--- config.mk ---
export PLATFORM = sky130hd
export DESIGN_NAME = pcms_sideband
export DESIGN_NICKNAME = d
export VERILOG_FILES = /design/src/logic/pcms_pkg.sv /design/src/logic/pcms_sideband.sv
export SDC_FILE = /design/constraint.sdc
export NUM_CORES = 1
export LEC_CHECK = 0
export BUFFER_PORTS_ARGS = -buffer_cell sky130_fd_sc_hd__buf_2
export CORE_AREA = 5 5 246 248
export DETAILED_ROUTE_END_ITERATION = 16
export DIE_AREA = 0 0 251 253
export GPL_TIMING_DRIVEN = 0
export PLACE_DENSITY = 0.49
export SLEW_MARGIN = 20
export SYNTH_ARGS = -nofsm -noshare
export SYNTH_HDL_FRONTEND = slang
export SYNTH_SLANG_ARGS = --single-unit
export TNS_END_PERCENT = 20
--- constraint.sdc ---
create_clock -name clk -period 4.3 [get_ports clk]
set_input_delay 0.43 -clock clk [delete_from_list [all_inputs] [get_ports clk]]
set_output_delay 0.43 -clock clk [all_outputs]
set_load 0.1 [all_outputs]
--- src/logic/pcms_pkg.sv ---
// Package: constants and carrier types of the message and credit sideband
package pcms_pkg;
  // AXI4-Lite geometry and register byte offsets
  localparam int AXI_ADDR_W = 6;
  localparam logic [AXI_ADDR_W-1:0] REG_CTRL = 6'h00;
  localparam logic [AXI_ADDR_W-1:0] REG_STATUS = 6'h04;
  localparam logic [AXI_ADDR_W-1:0] REG_RX_COUNT = 6'h08;
  localparam logic [AXI_ADDR_W-1:0] REG_TX_COUNT = 6'h0c;
  // CTRL fields and reset value
  localparam int CTRL_RX_EN_BIT = 0;
  localparam int CTRL_TX_EN_BIT = 1;
  localparam logic [1:0] CTRL_RESET = 2'h3;
  // STATUS fields
  localparam int STATUS_RX_BUSY_BIT = 0;
  localparam int STATUS_TX_BUSY_BIT = 1;
  localparam int STATUS_REJ_LSB = 8;
  // AXI responses
  localparam logic [1:0] RESP_OKAY = 2'h0;
  localparam logic [1:0] RESP_SLVERR = 2'h2;
  // Received message kind codes
  localparam logic [4:0] RX_ERR_COR = 5'h00;
  localparam logic [4:0] RX_SLOT_POWER = 5'h0f;
  localparam logic [4:0] RX_LTR = 5'h10;
  localparam logic [4:0] RX_RESERVED17 = 5'h11;
  localparam logic [4:0] RX_UNLOCK = 5'h12;
  localparam logic [4:0] RX_VENDOR0 = 5'h13;
  localparam logic [4:0] RX_VENDOR1 = 5'h14;
  // Delivery lengths in cycles
  localparam logic [3:0] RX_LEN_SHORT = 4'h2;
  localparam logic [3:0] RX_LEN_LONG = 4'h6;
  localparam logic [3:0] RX_LEN_VDM = 4'h4;
  localparam logic [3:0] RX_LEN_VDM_DATA = 4'h8;
  // Transmit kind codes
  localparam logic [2:0] TX_LTR = 3'h0;
  localparam logic [2:0] TX_OBFF = 3'h1;
  localparam logic [2:0] TX_SLOT_POWER = 3'h2;
  localparam logic [2:0] TX_PME = 3'h3;
  // Credit view selects
  localparam logic [2:0] SEL_RX_AVAIL = 3'h0;
  localparam logic [2:0] SEL_RX_CONSUMED = 3'h2;
  localparam logic [2:0] SEL_TX_AVAIL = 3'h4;
  localparam logic [2:0] SEL_TX_LIMIT = 3'h5;
  localparam logic [2:0] SEL_TX_CONSUMED = 3'h6;
  localparam int NUM_VIEWS = 5;
  // Infinite-credit encodings
  localparam logic [7:0] INF_HDR_TX = 8'h80;
  localparam logic [11:0] INF_DAT_TX = 12'h800;
  localparam logic [7:0] INF_HDR_OTHER = 8'h00;
  localparam logic [11:0] INF_DAT_OTHER = 12'h000;

  // Decoded message handed over by the link layer
  typedef struct packed {
    logic [4:0] kind;
    logic [7:0] bus;
    logic [7:0] devfn;
    logic [15:0] vendor;
    logic [31:0] payload;
    logic has_data;
  } pcms_rx_msg_t;

  // One credit view; inf bits ordered ph, pd, nph, npd, cplh, cpld from bit 0
  typedef struct packed {
    logic [5:0] inf;
    logic [7:0] ph;
    logic [11:0] pd;
    logic [7:0] nph;
    logic [11:0] npd;
    logic [7:0] cplh;
    logic [11:0] cpld;
  } pcms_credit_t;

  typedef struct packed {
    logic [2:0] kind;
    logic [31:0] data;
  } pcms_tx_req_t;
endpackage

--- src/logic/pcms_sideband.sv ---
// Module: received-message delivery, message transmit handshake, credit view mux
//
// Our own choices: the address map and the AXI4-Lite register port.
`timescale 1ns/1ns
module pcms_sideband
  import pcms_pkg::*;
(
  // Clock and reset
  input wire logic clk,
  input wire logic reset,
  // AXI4-Lite slave
  input wire logic [AXI_ADDR_W-1:0] s_axi_awaddr,
  input wire logic s_axi_awvalid,
  output logic s_axi_awready,
  input wire logic [31:0] s_axi_wdata,
  input wire logic [3:0] s_axi_wstrb,
  input wire logic s_axi_wvalid,
  output logic s_axi_wready,
  output logic [1:0] s_axi_bresp,
  output logic s_axi_bvalid,
  input wire logic s_axi_bready,
  input wire logic [AXI_ADDR_W-1:0] s_axi_araddr,
  input wire logic s_axi_arvalid,
  output logic s_axi_arready,
  output logic [31:0] s_axi_rdata,
  output logic [1:0] s_axi_rresp,
  output logic s_axi_rvalid,
  input wire logic s_axi_rready,
  // Decoded messages from the link layer
  input wire pcms_rx_msg_t link_rx_msg,
  input wire logic link_rx_valid,
  output logic link_rx_ready,
  // Received message interface to user logic
  output logic msg_received,
  output logic [7:0] msg_received_data,
  output logic [4:0] msg_received_type,
  // Transmit message interface from user logic
  input wire logic msg_transmit,
  input wire pcms_tx_req_t msg_transmit_req,
  output logic msg_transmit_done,
  // Encoded message towards the link layer
  output pcms_tx_req_t link_tx_req,
  output logic link_tx_valid,
  input wire logic link_tx_ready,
  // Credit views from the flow-control logic and the multiplexed outputs
  input wire pcms_credit_t credit_views [NUM_VIEWS],
  input wire logic [2:0] credit_view_select,
  output logic [7:0] credit_posted_header,
  output logic [11:0] credit_posted_payload,
  output logic [7:0] credit_nonposted_header,
  output logic [11:0] credit_nonposted_payload,
  output logic [7:0] credit_completion_header,
  output logic [11:0] credit_completion_payload
);

  typedef enum logic [2:0] {
    PCMS_RX_IDLE = 3'b001,
    PCMS_RX_SEND = 3'b010,
    PCMS_RX_GAP = 3'b100
  } pcms_rx_state_t;

  typedef enum logic [2:0] {
    PCMS_TX_IDLE = 3'b001,
    PCMS_TX_WAIT = 3'b010,
    PCMS_TX_DONE = 3'b100
  } pcms_tx_state_t;

  pcms_rx_state_t rx_state_q;
  pcms_tx_state_t tx_state_q;
  logic [1:0] ctrl_q;
  logic [31:0] rx_count_q;
  logic [31:0] tx_count_q;
  logic [7:0] rej_count_q;
  logic [55:0] rx_shift_q;
  logic [2:0] rx_left_q;
  pcms_rx_msg_t rx_msg_q;
  logic [AXI_ADDR_W-1:0] awaddr_q;
  logic [31:0] wdata_q;
  logic [3:0] wstrb_q;
  logic [2:0] sel_q;

  // Kind decode: length in cycles, zero for reserved codes
  function automatic logic [3:0] rx_len(input pcms_rx_msg_t m);
    if (m.kind < RX_SLOT_POWER || m.kind == RX_UNLOCK) begin
      rx_len = RX_LEN_SHORT;
    end else if (m.kind == RX_SLOT_POWER || m.kind == RX_LTR) begin
      rx_len = RX_LEN_LONG;
    end else if (m.kind == RX_VENDOR0 || m.kind == RX_VENDOR1) begin
      rx_len = m.has_data ? RX_LEN_VDM_DATA : RX_LEN_VDM;
    end else begin
      rx_len = 4'h0;
    end
  endfunction

  // Byte sequence after the bus number, low byte first
  function automatic logic [55:0] rx_bytes(input pcms_rx_msg_t m);
    if (m.kind == RX_VENDOR0 || m.kind == RX_VENDOR1) begin
      rx_bytes = {m.payload, m.vendor, m.devfn};
    end else begin
      rx_bytes = {16'h0000, m.payload, m.devfn};
    end
  endfunction

  logic rx_take;
  logic [3:0] take_len;
  assign rx_take = link_rx_valid && link_rx_ready;
  assign take_len = rx_len(link_rx_msg);

  // Receive delivery; ready is withheld during send and the gap, stalling the link layer
  always_ff @(posedge clk) begin
    if (reset) begin
      rx_state_q <= PCMS_RX_IDLE;
      link_rx_ready <= 1'b0;
      msg_received <= 1'b0;
      msg_received_data <= 8'h00;
      msg_received_type <= 5'h00;
      rx_shift_q <= 56'h0;
      rx_left_q <= 3'h0;
      rx_msg_q <= '0;
    end else begin
      case (rx_state_q)
        PCMS_RX_IDLE: begin
          link_rx_ready <= ctrl_q[CTRL_RX_EN_BIT];
          if (rx_take && take_len != 4'h0) begin
            rx_state_q <= PCMS_RX_SEND;
            link_rx_ready <= 1'b0;
            msg_received <= 1'b1;
            msg_received_data <= link_rx_msg.bus;
            msg_received_type <= link_rx_msg.kind;
            rx_shift_q <= rx_bytes(link_rx_msg);
            rx_left_q <= 3'(take_len - 4'h1);
            rx_msg_q <= link_rx_msg;
          end
        end
        PCMS_RX_SEND: begin
          if (rx_left_q == 3'h1) begin
            rx_state_q <= PCMS_RX_SEND;
          end
          if (rx_left_q == 3'h0) begin
            msg_received <= 1'b0;
            msg_received_data <= 8'h00;
            rx_state_q <= PCMS_RX_GAP;
          end else begin
            msg_received_data <= rx_shift_q[7:0];
            rx_shift_q <= {8'h00, rx_shift_q[55:8]};
            rx_left_q <= rx_left_q - 3'h1;
          end
        end
        PCMS_RX_GAP: begin
          rx_state_q <= PCMS_RX_IDLE;
          link_rx_ready <= ctrl_q[CTRL_RX_EN_BIT];
        end
        default: begin
          rx_state_q <= PCMS_RX_IDLE;
          msg_received <= 1'b0;
          link_rx_ready <= 1'b0;
        end
      endcase
    end
  end

  // Transmit handshake; reserved kinds finish at once without touching the link
  always_ff @(posedge clk) begin
    if (reset) begin
      tx_state_q <= PCMS_TX_IDLE;
      link_tx_valid <= 1'b0;
      link_tx_req <= '0;
      msg_transmit_done <= 1'b0;
    end else begin
      case (tx_state_q)
        PCMS_TX_IDLE: begin
          if (msg_transmit && ctrl_q[CTRL_TX_EN_BIT]) begin
            if (msg_transmit_req.kind > TX_PME) begin
              msg_transmit_done <= 1'b1;
              tx_state_q <= PCMS_TX_DONE;
            end else begin
              link_tx_req <= msg_transmit_req;
              link_tx_valid <= 1'b1;
              tx_state_q <= PCMS_TX_WAIT;
            end
          end
        end
        PCMS_TX_WAIT: begin
          if (link_tx_ready) begin
            link_tx_valid <= 1'b0;
            msg_transmit_done <= 1'b1;
            tx_state_q <= PCMS_TX_DONE;
          end
        end
        PCMS_TX_DONE: begin
          msg_transmit_done <= 1'b0;
          tx_state_q <= PCMS_TX_IDLE;
        end
        default: begin
          tx_state_q <= PCMS_TX_IDLE;
          link_tx_valid <= 1'b0;
          msg_transmit_done <= 1'b0;
        end
      endcase
    end
  end

  // Activity counters
  always_ff @(posedge clk) begin
    if (reset) begin
      rx_count_q <= 32'h0;
      tx_count_q <= 32'h0;
      rej_count_q <= 8'h00;
    end else begin
      if (rx_take && take_len != 4'h0) begin
        rx_count_q <= rx_count_q + 32'h1;
      end
      if (link_tx_valid && link_tx_ready) begin
        tx_count_q <= tx_count_q + 32'h1;
      end
      if (tx_state_q == PCMS_TX_IDLE && msg_transmit && ctrl_q[CTRL_TX_EN_BIT]
          && msg_transmit_req.kind > TX_PME) begin
        rej_count_q <= rej_count_q + 8'h01;
      end
    end
  end

  // Credit mux: select registered first so a changing select never glitches outputs
  function automatic logic [11:0] credit_pick(input logic inf, input logic [11:0] val,
                                              input logic [11:0] inf_code);
    credit_pick = inf ? inf_code : val;
  endfunction

  // Header fields get their own picker so no select is taken on a call result
  function automatic logic [7:0] hdr_pick(input logic inf, input logic [7:0] val,
                                          input logic [7:0] inf_code);
    hdr_pick = inf ? inf_code : val;
  endfunction

  pcms_credit_t view;
  logic sel_valid;
  logic tx_avail;
  always_comb begin
    view = '0;
    sel_valid = 1'b1;
    case (sel_q)
      SEL_RX_AVAIL: view = credit_views[0];
      SEL_RX_CONSUMED: view = credit_views[1];
      SEL_TX_AVAIL: view = credit_views[2];
      SEL_TX_LIMIT: view = credit_views[3];
      SEL_TX_CONSUMED: view = credit_views[4];
      default: sel_valid = 1'b0;
    endcase
  end
  assign tx_avail = (sel_q == SEL_TX_AVAIL);

  logic [7:0] hdr_inf;
  logic [11:0] dat_inf;
  assign hdr_inf = tx_avail ? INF_HDR_TX : INF_HDR_OTHER;
  assign dat_inf = tx_avail ? INF_DAT_TX : INF_DAT_OTHER;

  always_ff @(posedge clk) begin
    if (reset) begin
      sel_q <= SEL_RX_AVAIL;
      credit_posted_header <= 8'h00;
      credit_posted_payload <= 12'h000;
      credit_nonposted_header <= 8'h00;
      credit_nonposted_payload <= 12'h000;
      credit_completion_header <= 8'h00;
      credit_completion_payload <= 12'h000;
    end else begin
      sel_q <= credit_view_select;
      if (sel_valid) begin
        credit_posted_header <= hdr_pick(view.inf[0], view.ph, hdr_inf);
        credit_posted_payload <= credit_pick(view.inf[1], view.pd, dat_inf);
        credit_nonposted_header <= hdr_pick(view.inf[2], view.nph, hdr_inf);
        credit_nonposted_payload <= credit_pick(view.inf[3], view.npd, dat_inf);
        credit_completion_header <= hdr_pick(view.inf[4], view.cplh, hdr_inf);
        credit_completion_payload <= credit_pick(view.inf[5], view.cpld, dat_inf);
      end else begin
        credit_posted_header <= 8'h00;
        credit_posted_payload <= 12'h000;
        credit_nonposted_header <= 8'h00;
        credit_nonposted_payload <= 12'h000;
        credit_completion_header <= 8'h00;
        credit_completion_payload <= 12'h000;
      end
    end
  end

  // AXI4-Lite write: address and data taken in either order, response two cycles after the later one
  logic do_write;
  assign do_write = !s_axi_awready && !s_axi_wready && !s_axi_bvalid;
  always_ff @(posedge clk) begin
    if (reset) begin
      s_axi_awready <= 1'b1;
      s_axi_wready <= 1'b1;
      s_axi_bvalid <= 1'b0;
      s_axi_bresp <= RESP_OKAY;
      awaddr_q <= '0;
      wdata_q <= 32'h0;
      wstrb_q <= 4'h0;
      ctrl_q <= CTRL_RESET;
    end else begin
      if (s_axi_awvalid && s_axi_awready) begin
        awaddr_q <= s_axi_awaddr;
        s_axi_awready <= 1'b0;
      end
      if (s_axi_wvalid && s_axi_wready) begin
        wdata_q <= s_axi_wdata;
        wstrb_q <= s_axi_wstrb;
        s_axi_wready <= 1'b0;
      end
      if (do_write) begin
        s_axi_bvalid <= 1'b1;
        s_axi_bresp <= RESP_OKAY;
        if (awaddr_q == REG_CTRL) begin
          if (wstrb_q[0]) begin
            ctrl_q <= wdata_q[1:0];
          end
        end else if (awaddr_q != REG_STATUS && awaddr_q != REG_RX_COUNT
                     && awaddr_q != REG_TX_COUNT) begin
          s_axi_bresp <= RESP_SLVERR;
        end
      end
      if (s_axi_bvalid && s_axi_bready) begin
        s_axi_bvalid <= 1'b0;
        s_axi_awready <= 1'b1;
        s_axi_wready <= 1'b1;
      end
    end
  end

  // AXI4-Lite read: data one cycle after the address is taken
  logic [31:0] status_word;
  assign status_word = {16'h0000, rej_count_q, 6'h00,
                        tx_state_q != PCMS_TX_IDLE, rx_state_q != PCMS_RX_IDLE};
  always_ff @(posedge clk) begin
    if (reset) begin
      s_axi_arready <= 1'b1;
      s_axi_rvalid <= 1'b0;
      s_axi_rdata <= 32'h0;
      s_axi_rresp <= RESP_OKAY;
    end else begin
      if (s_axi_arvalid && s_axi_arready) begin
        s_axi_arready <= 1'b0;
        s_axi_rvalid <= 1'b1;
        s_axi_rresp <= RESP_OKAY;
        case (s_axi_araddr)
          REG_CTRL: s_axi_rdata <= {30'h0, ctrl_q};
          REG_STATUS: s_axi_rdata <= status_word;
          REG_RX_COUNT: s_axi_rdata <= rx_count_q;
          REG_TX_COUNT: s_axi_rdata <= tx_count_q;
          default: begin
            s_axi_rdata <= 32'h0;
            s_axi_rresp <= RESP_SLVERR;
          end
        endcase
      end else if (s_axi_rvalid && s_axi_rready) begin
        s_axi_rvalid <= 1'b0;
        s_axi_arready <= 1'b1;
      end
    end
  end

  // Checks
  logic take_short;
  logic take_long;
  logic take_vdm;
  assign take_short = rx_take && take_len == RX_LEN_SHORT;
  assign take_long = rx_take && take_len == RX_LEN_LONG;
  assign take_vdm = rx_take && (link_rx_msg.kind == RX_VENDOR0 || link_rx_msg.kind == RX_VENDOR1);
endmodule

==> metrics.txt, run 1 <==
initial antenna violation count 32; ys async rst share 0%; area of the core 58200 um2; final setup TNS 0 ns; Mapped Area 14500 um2; clock slew at reported path FFs 0.06 ns; crit start category flop; final-report hold violation count 0; Setup Skew 0.0155 ns; final WL 79600 um; post_cts resized 0; first-pass GRT wire length 111000 um; worst min path class in2reg; CTS Buffer Depth 3; vias 16630; RSZ-0062 raised after global routing no; number of flops mapped to enable cells by yosys 0; PD cells 398 nW/um2; Root Buffer clkbuf_16; vias in the first global route 16227; LEAKAGE 8.09 nW; Worst-Skew Late Latency 0.56 ns; Slew HR 23.9%; cell taking the most area after synthesis dfxtp_1; Hold Path Cell Cnt 2; Ys Warns 0; area delta synth->final 37.0%; Slew Viols, Final 0; fin nets 2925; Tmin final 3.28 ns; Top Ports 649; Max Cap Viol 0; syn_area_per_cell 8.17 um2; Post-Place Cells 3155; CTS buffer count 39; share of layout cells above drive strength 1 29.2%; Area contributors post-synth dfxtp_1 (42%), a21oi_1 (8.0%), nor2_1 (6.8%), mux2i_1 (5.5%), a22oi_1 (4.8%); Crit Path Class reg2reg; TritonCTS clock tree built; worst slack on hold paths 0.0847 ns; status finished, final reports clean; reg-to-reg setup timing slack 1.02 ns; top cell type's share of synthesized area 41.8%; worst setup path end credit_completion_payload[7]; fin cells 3233; clock sink total 302; total power draw 7.88 mW; Clock H-tree levels 2; routed wire length per instance 24.6 um; fmax 305 MHz; gate count of the mapped netlist 1769; most common cell in the netlist dfxtp_1; top_reg_cell synth dfxtp_1; Die Y 253 um; Critical Path RT 4.71 ns; Tot GR Track Use 23.5%; RePlAce Congestion 0.984; final setup margin 1.02 ns; largest net degree at the start of global routing 13; cts-stage hold buffer count 0; grt ovf 0; #FFs+latches synth 302; row count 89; Max IR drop VDD 0.224 mV; die area 63500 um2; Commonest cells post-synth dfxtp_1 (302), nor2_1 (263), a21oi_1 (230); worst-path fanout max 10; initial cell density of the core 24.8%; worst endpoint data arrival time 3.69 ns; Antenna Violating Nets Remaining 0; Netlist cell types 62; DRC viols 0; Worst Setup End Kind flop; RR Endpoint credit_completion_payload[7]; dpl ws 0.590 ns; Port Buffer Count 611; DP Wirelength 64500 um; Tcrit/Tclk final 76.4%; Via density 5.14; Seq/Total Area, Yosys 41.8%; Die Span X 251 um; Setup-failing EPs final 0; post-CTS setup repair buffer count 0; Worst Tran Pin Value 1.14 ns; R2R Path Start sel_q[2]; crit path launch sel_q[2]; R2R depth 8; TritonRoute pass-1 iters 6; Initial DRC Count 1628
[state kept, by name, indices dropped and copies added, names as in the netlist, 2 cells and up]
| signal | cells |
|---|---|
| sel_q | 3 |
| s_axi_rdata | 32 |
| msg_received_type | 5 |
| rej_count_q | 8 |
| credit_completion_payload | 12 |
| credit_nonposted_header | 8 |
| wdata_q | 2 |
| tx_state_q | 3 |
| credit_posted_payload | 12 |
| credit_nonposted_payload | 12 |
| awaddr_q | 6 |
| rx_count_q | 32 |
| tx_count_q | 32 |
| msg_received_data | 8 |
| credit_completion_header | 8 |
| ctrl_q | 2 |
| rx_shift_q | 56 |
| link_tx_req | 35 |
| rx_left_q | 3 |
| credit_posted_header | 8 |
| rx_state_q | 3 |
[layout by cell type, fill, tap and decap left out, types with 7 or more instances in the layout]
cell | synthesis | final
inv_1 | 23 | 23
a21o_1 | 9 | 9
nand2b_1 | 9 | 9
xnor2_1 | 24 | 24
nor2_1 | 263 | 263
diode_2 | 0 | 11
nand2_1 | 183 | 183
buf_1 | 7 | 7
xor2_1 | 28 | 28
nand3_1 | 53 | 53
and3_1 | 9 | 9
clkbuf_16 | 0 | 39
dfxtp_1 | 302 | 302
mux2i_1 | 79 | 79
a22o_1 | 22 | 22
nor3b_1 | 7 | 7
nor3_1 | 37 | 35
a211oi_1 | 35 | 35
clkbuf_1 | 124 | 127
mux2_2 | 14 | 14
or3_1 | 15 | 15
buf_2 | 7 | 618
a2111o_1 | 18 | 18
clkbuf_8 | 0 | 10
nand4_1 | 20 | 20
o21ai_0 | 23 | 23
nor2b_1 | 10 | 10
a22oi_1 | 93 | 93
a311oi_1 | 17 | 17
nor4_1 | 10 | 10
clkinv_2 | 0 | 10
a2111oi_0 | 13 | 13
o211ai_1 | 16 | 16
a21oi_1 | 230 | 230
and4_1 | 7 | 7
[worst max-delay path, cell delays in order (launching register included)]
cell	delay, ns
dfxtp_1	0.35
clkbuf_1	0.22
clkbuf_1	0.63
buf_2	0.43
buf_1	0.71
mux2i_1	0.26
nor2_1	0.05
a21oi_1	0.35
a21oi_1	0.12
[cells by family (layout without fill, tap and decap cells)]
logic type,Yosys count,in the layout,share of synthesized area [%]
and+or+nand+nor,641,641,19.7
AOI/OAI and AO/OA,505,505,22.9
other,1,13,0.0259
adders and majority gates,6,6,0.519
xor gates and xnor gates,52,52,3.15
DFF,302,302,41.8
muxes,99,99,7.50
buffers and inverters,163,842,4.35
[area by class of cell]
cell class,count,area (um2)
inverters,23,86.3
flip-flops and latches,302,6050
repair buffers,612,3070
plain buffers,140,543
clock inverters,14,139
diodes,11,27.5
fillers,6252,38400
multi-input cells,1305,7800
clock buffers,53,1130
well taps,773,967
[metrics by stage]
step           util [%]  instance area [um2]
2_1_floorplan         -                14500
3_3_place_gp       31.7                18500
3_5_place_dp       31.8                18500
4_1_cts            34.0                19800
5_1_grt            34.0                19800
6_report           34.0                19800
[power by group]
| group | switching, mW | internal, mW |
|---|---|---|
| sequential | 0.0682 | 2.91 |
| clock | 1.37 | 1.96 |
| combinational | 1.15 | 0.425 |
| total | 2.58 | 5.29 |
[per-layer routing]
metal  global-route usage [%]  vias up  part of all wire, %
met1                     33.6     8031                   46
met4                     5.36       20                  1.9
li1                         -     7692                    -
met2                     34.9      763                   43
met3                     7.03      124                  9.7
met5                        0        -                 0.15
[worst min path at each step]
stage,startpoint,end,slack [ns]
floorplan,awaddr_q[5],awaddr_q[5],0.43
global placement,link_tx_req[7],link_tx_req[7],0.44
detailed placement,link_tx_req[1],link_tx_req[1],0.44
CTS,credit_view_select[2],sel_q[2],0.05
global route,msg_transmit_req[14],link_tx_req[14],0.07
finish,credit_view_select[2],sel_q[2],0.08
No activity file was read; power rests on OpenSTA's default activity.
==> run 2, diff against run 1 <==
- ABC_AREA: unset -> 1
- CORE_AREA: 5 5 246 248 -> 5 5 250 252
- DIE_AREA: 0 0 251 253 -> 0 0 255 257
- PLACE_DENSITY: 0.49 -> 0.52
- clock period: 4.3 -> 2.7 ns (I/O delays scaled with it)
==> metrics.txt, run 2 <==
status finished, final reports clean; Die Span X 255 um (+1.6%); gate count of the mapped netlist 2523 (+43%); RePlAce Congestion 0.981 (-0.32%); Tmin final 2.58 ns (-0.702 ns); max reg flops 56 (unchanged); Netlist cell types 38 (-39%); TritonCTS clock tree built; Area contributors post-synth dfxtp_1 (38%), nand2_1 (16%), nor2_1 (9.6%), o21ai_0 (7.6%), inv_1 (6.8%); power share of the clock group 40.5% (-1.7 points); Via density 4.67 (-9.2%); switching power 4.25 mW (+64%); Max IR drop VDD 0.473 mV (+110%); Seq/Total Area, Yosys 38.4% (-3.4 points); Antenna Violating Nets Remaining 0 (unchanged); die area 65500 um2 (+3.2%); clock slew at reported path FFs 0.06 ns (about the same); routed wire length per instance 20.0 um (-19%); hold_sp credit_view_select[2]; Tot GR Track Use 23.4% (-0.046 points); fmax 387 MHz (+27%); cell taking the most area after synthesis dfxtp_1; #FFs+latches synth 302 (unchanged); Die Y 257 um (+1.6%); Hold Path Cell Cnt 3 (+1); Regs by FF count rx_shift_q x56, link_tx_req x35; share of layout cells above drive strength 1 21.5% (-7.7 points); LEAKAGE 10.3 nW (+27%); CTS buffer count 39 (unchanged); final WL 81900 um (+2.9%); crit start category flop; most frequent cells in the layout nand2_1 (692), buf_2 (625), nor2_1 (401); Root Buffer clkbuf_16; row count 90 (+1.1%); Initial DRC Count 1219 (-25%); CTS Buffer Depth 3 (unchanged); Commonest cells post-synth nand2_1 (692), nor2_1 (402), dfxtp_1 (302); worst endpoint data arrival time 3.01 ns (-0.68 ns); Ys Warns 0 (unchanged); TritonRoute pass-1 iters 6 (unchanged); Mapped Area 15800 um2 (+9.0%); Setup-failing EPs final 0 (unchanged); R2R depth 7 (-1); Top Ports 649 (unchanged); Critical Path RT 3.12 ns (-1.59 ns); clock sink total 302 (unchanged); worst-path fanout max 10 (unchanged); PD cells 573 nW/um2 (+44%); Sw Ratio 33.5% (+0.73 points); number of flops mapped to enable cells by yosys 0 (unchanged); area of the core 59900 um2 (+2.9%); hold path endpoint sel_q[2]; RR Endpoint credit_nonposted_header[6]; Crit Path Class reg2reg; share of power burned in registers 37.7% (about the same); Global Route met1 Usage 26.8% (-6.7 points); area delta synth->final 40.3%; Slew HR 39.7% (+16 points); Max Cap Viol 0 (unchanged); met3 usage 5.13% (-1.9 points); vias in the first global route 18429 (+14%); largest net degree at the start of global routing 12 (-1); global-route layer with the greatest usage met2; ys async rst share 0% (unchanged); fin nets 3782 (+29%); Port Buffer Count 612 (+0.16%); DRC viols 0 (unchanged); dpl ws -0.395 ns (-0.985 ns); Reg with most FFs rx_shift_q; reg-to-reg setup timing slack 0.12 ns (-0.90 ns); final setup margin 0.119 ns (-0.898 ns); Worst-Skew Late Latency 0.56 ns (about the same); most common cell in the netlist nand2_1; most common cell after layout, fill and taps aside nand2_1; DP Wirelength 66100 um (+2.4%); first-pass GRT wire length 117000 um (+5.2%); worst min path class in2reg; RSZ-0062 raised after global routing yes; GRT met2 Usage 40.9% (+6.0 points); syn_area_per_cell 6.24 um2 (-24%); Power Internal 8.42 mW (+59%); Tcrit/Tclk final 95.6% (+19 points); final-report hold violation count 0 (unchanged); Setup Skew 0.0176 ns (+0.00208 ns); initial antenna violation count 11 (-66%); worst slack on hold paths 0.0337 ns (-0.0510 ns); Gate power share 21.8% (+1.8 points); Clock H-tree levels 2 (unchanged); top_reg_cell synth dfxtp_1; vias 19145 (+15%); grt ovf 0 (unchanged); Worst Tran Pin Value 0.905 ns (-0.237 ns); Slew Viols, Final 0 (unchanged); top cell type's share of synthesized area 38.4% (-3.4 points); Worst Setup End Kind flop; R2R Path Start sel_q[0]; initial cell density of the core 26.3% (+1.5 points)
run 2: cell count changes in the layout (fill, tap and decap cells not counted), sizes merged, moves of 102 or more:
cell         previous run  this run
inv                    25       287
a21oi                 230       124
dlygate4sd3             0       102
nand2                 183       696
o21ai                  23       240
nor2                  263       403
run 2: cells by family (layout without fill, tap and decap cells):
family / count (synthesis) / count (layout) / share of synthesized area [%]
flops: 302 / 302 / 38.4
fa+ha+maj: 6 / 6 / 0.477
simple gates: 1307 / 1307 / 33.2
xor+xnor: 19 / 19 / 1.06
compound gates: 469 / 469 / 16.4
buf+inv: 419 / 1201 / 10.4
other cells: 1 / 11 / 0.0238
run 2: how the worst max path moves through the flow:
stage	cells after the start	to	slack (ns)	start
2_1_floorplan	9	tx_count_q[13]	0.32	link_tx_valid
3_3_place_gp	9	credit_completion_payload[3]	-0.41	sel_q[0]
3_5_place_dp	9	credit_completion_payload[3]	-0.39	sel_q[0]
4_1_cts	9	credit_completion_payload[3]	-0.05	sel_q[0]
5_1_grt	7	credit_nonposted_header[6]	-0.02	sel_q[0]
6_report	7	credit_nonposted_header[6]	0.12	sel_q[0]
run 2: power by group through the flow:
stage	Clock [mW]	Combinational, mW	Sequential (mW)
4_1_cts	5.28	2.76	4.77
2_1_floorplan	0	0.763	5.79
6_report	5.13	2.76	4.77
3_3_place_gp	0	2.63	4.86
3_5_place_dp	0	2.63	4.86
5_1_grt	5.45	2.94	4.79
run 2: timing repair:
action / 4_1_cts / 5_1_grt
setup endpoints to repair: 20 / 16
endpoints found under the hold margin: 104 / 0
buffers inserted: 0 / 1
pin swaps: 0 / 1
resized for setup: 5 / 7
hold buffers: 102 / 0
run 2: metrics by stage:
| stage | power (mW) | utilization (%) | TNS [ns] | std cells | instance area (um2) |
|---|---|---|---|---|---|
| after detailed placement | 7.50 | 33.0 | -5.88 | 3918 | 19800 |
| after global routing | 13.2 | 36.9 | -0.0186 | 4095 | 22100 |
| after CTS | 12.8 | 36.8 | -0.0511 | 4087 | 22100 |
| final | 12.7 | 36.9 | 0 | 4097 | 22100 |
| after global placement | 7.50 | 33.0 | -6.19 | 3918 | 19800 |
| after floorplan | 6.55 | - | 0 | 2524 | 15800 |
run 2: area by class of cell:
type                       count  area, um2
timing repair buffer         715       4090
clock inverter                12        105
sequential                   302       6050
inverter                     290       1090
multi-input combinational   1803       8090
antenna                        9       22.5
buffer                       129        556
clock buffer                  55       1130
tap                          782        978
fill                        6630      37800
run 2: routing by layer:
| metal | vias to the layer above | routed length, um |
|---|---|---|
| li1 | 9561 | - |
| met1 | 8679 | 32000 |
| met2 | 741 | 40100 |
| met3 | 162 | 5630 |
| met4 | 2 | 4210 |
| met5 | - | 7 |
run 2: worst max-delay path, cell delays in order (launching register included):
cell and delay, ns:
dfxtp_1 0.45, nor2_1 0.06, nand2_1 0.23, buf_2 0.30, clkinv_1 0.37, clkbuf_1 0.45, a211oi_2 0.50, nor2_1 0.09
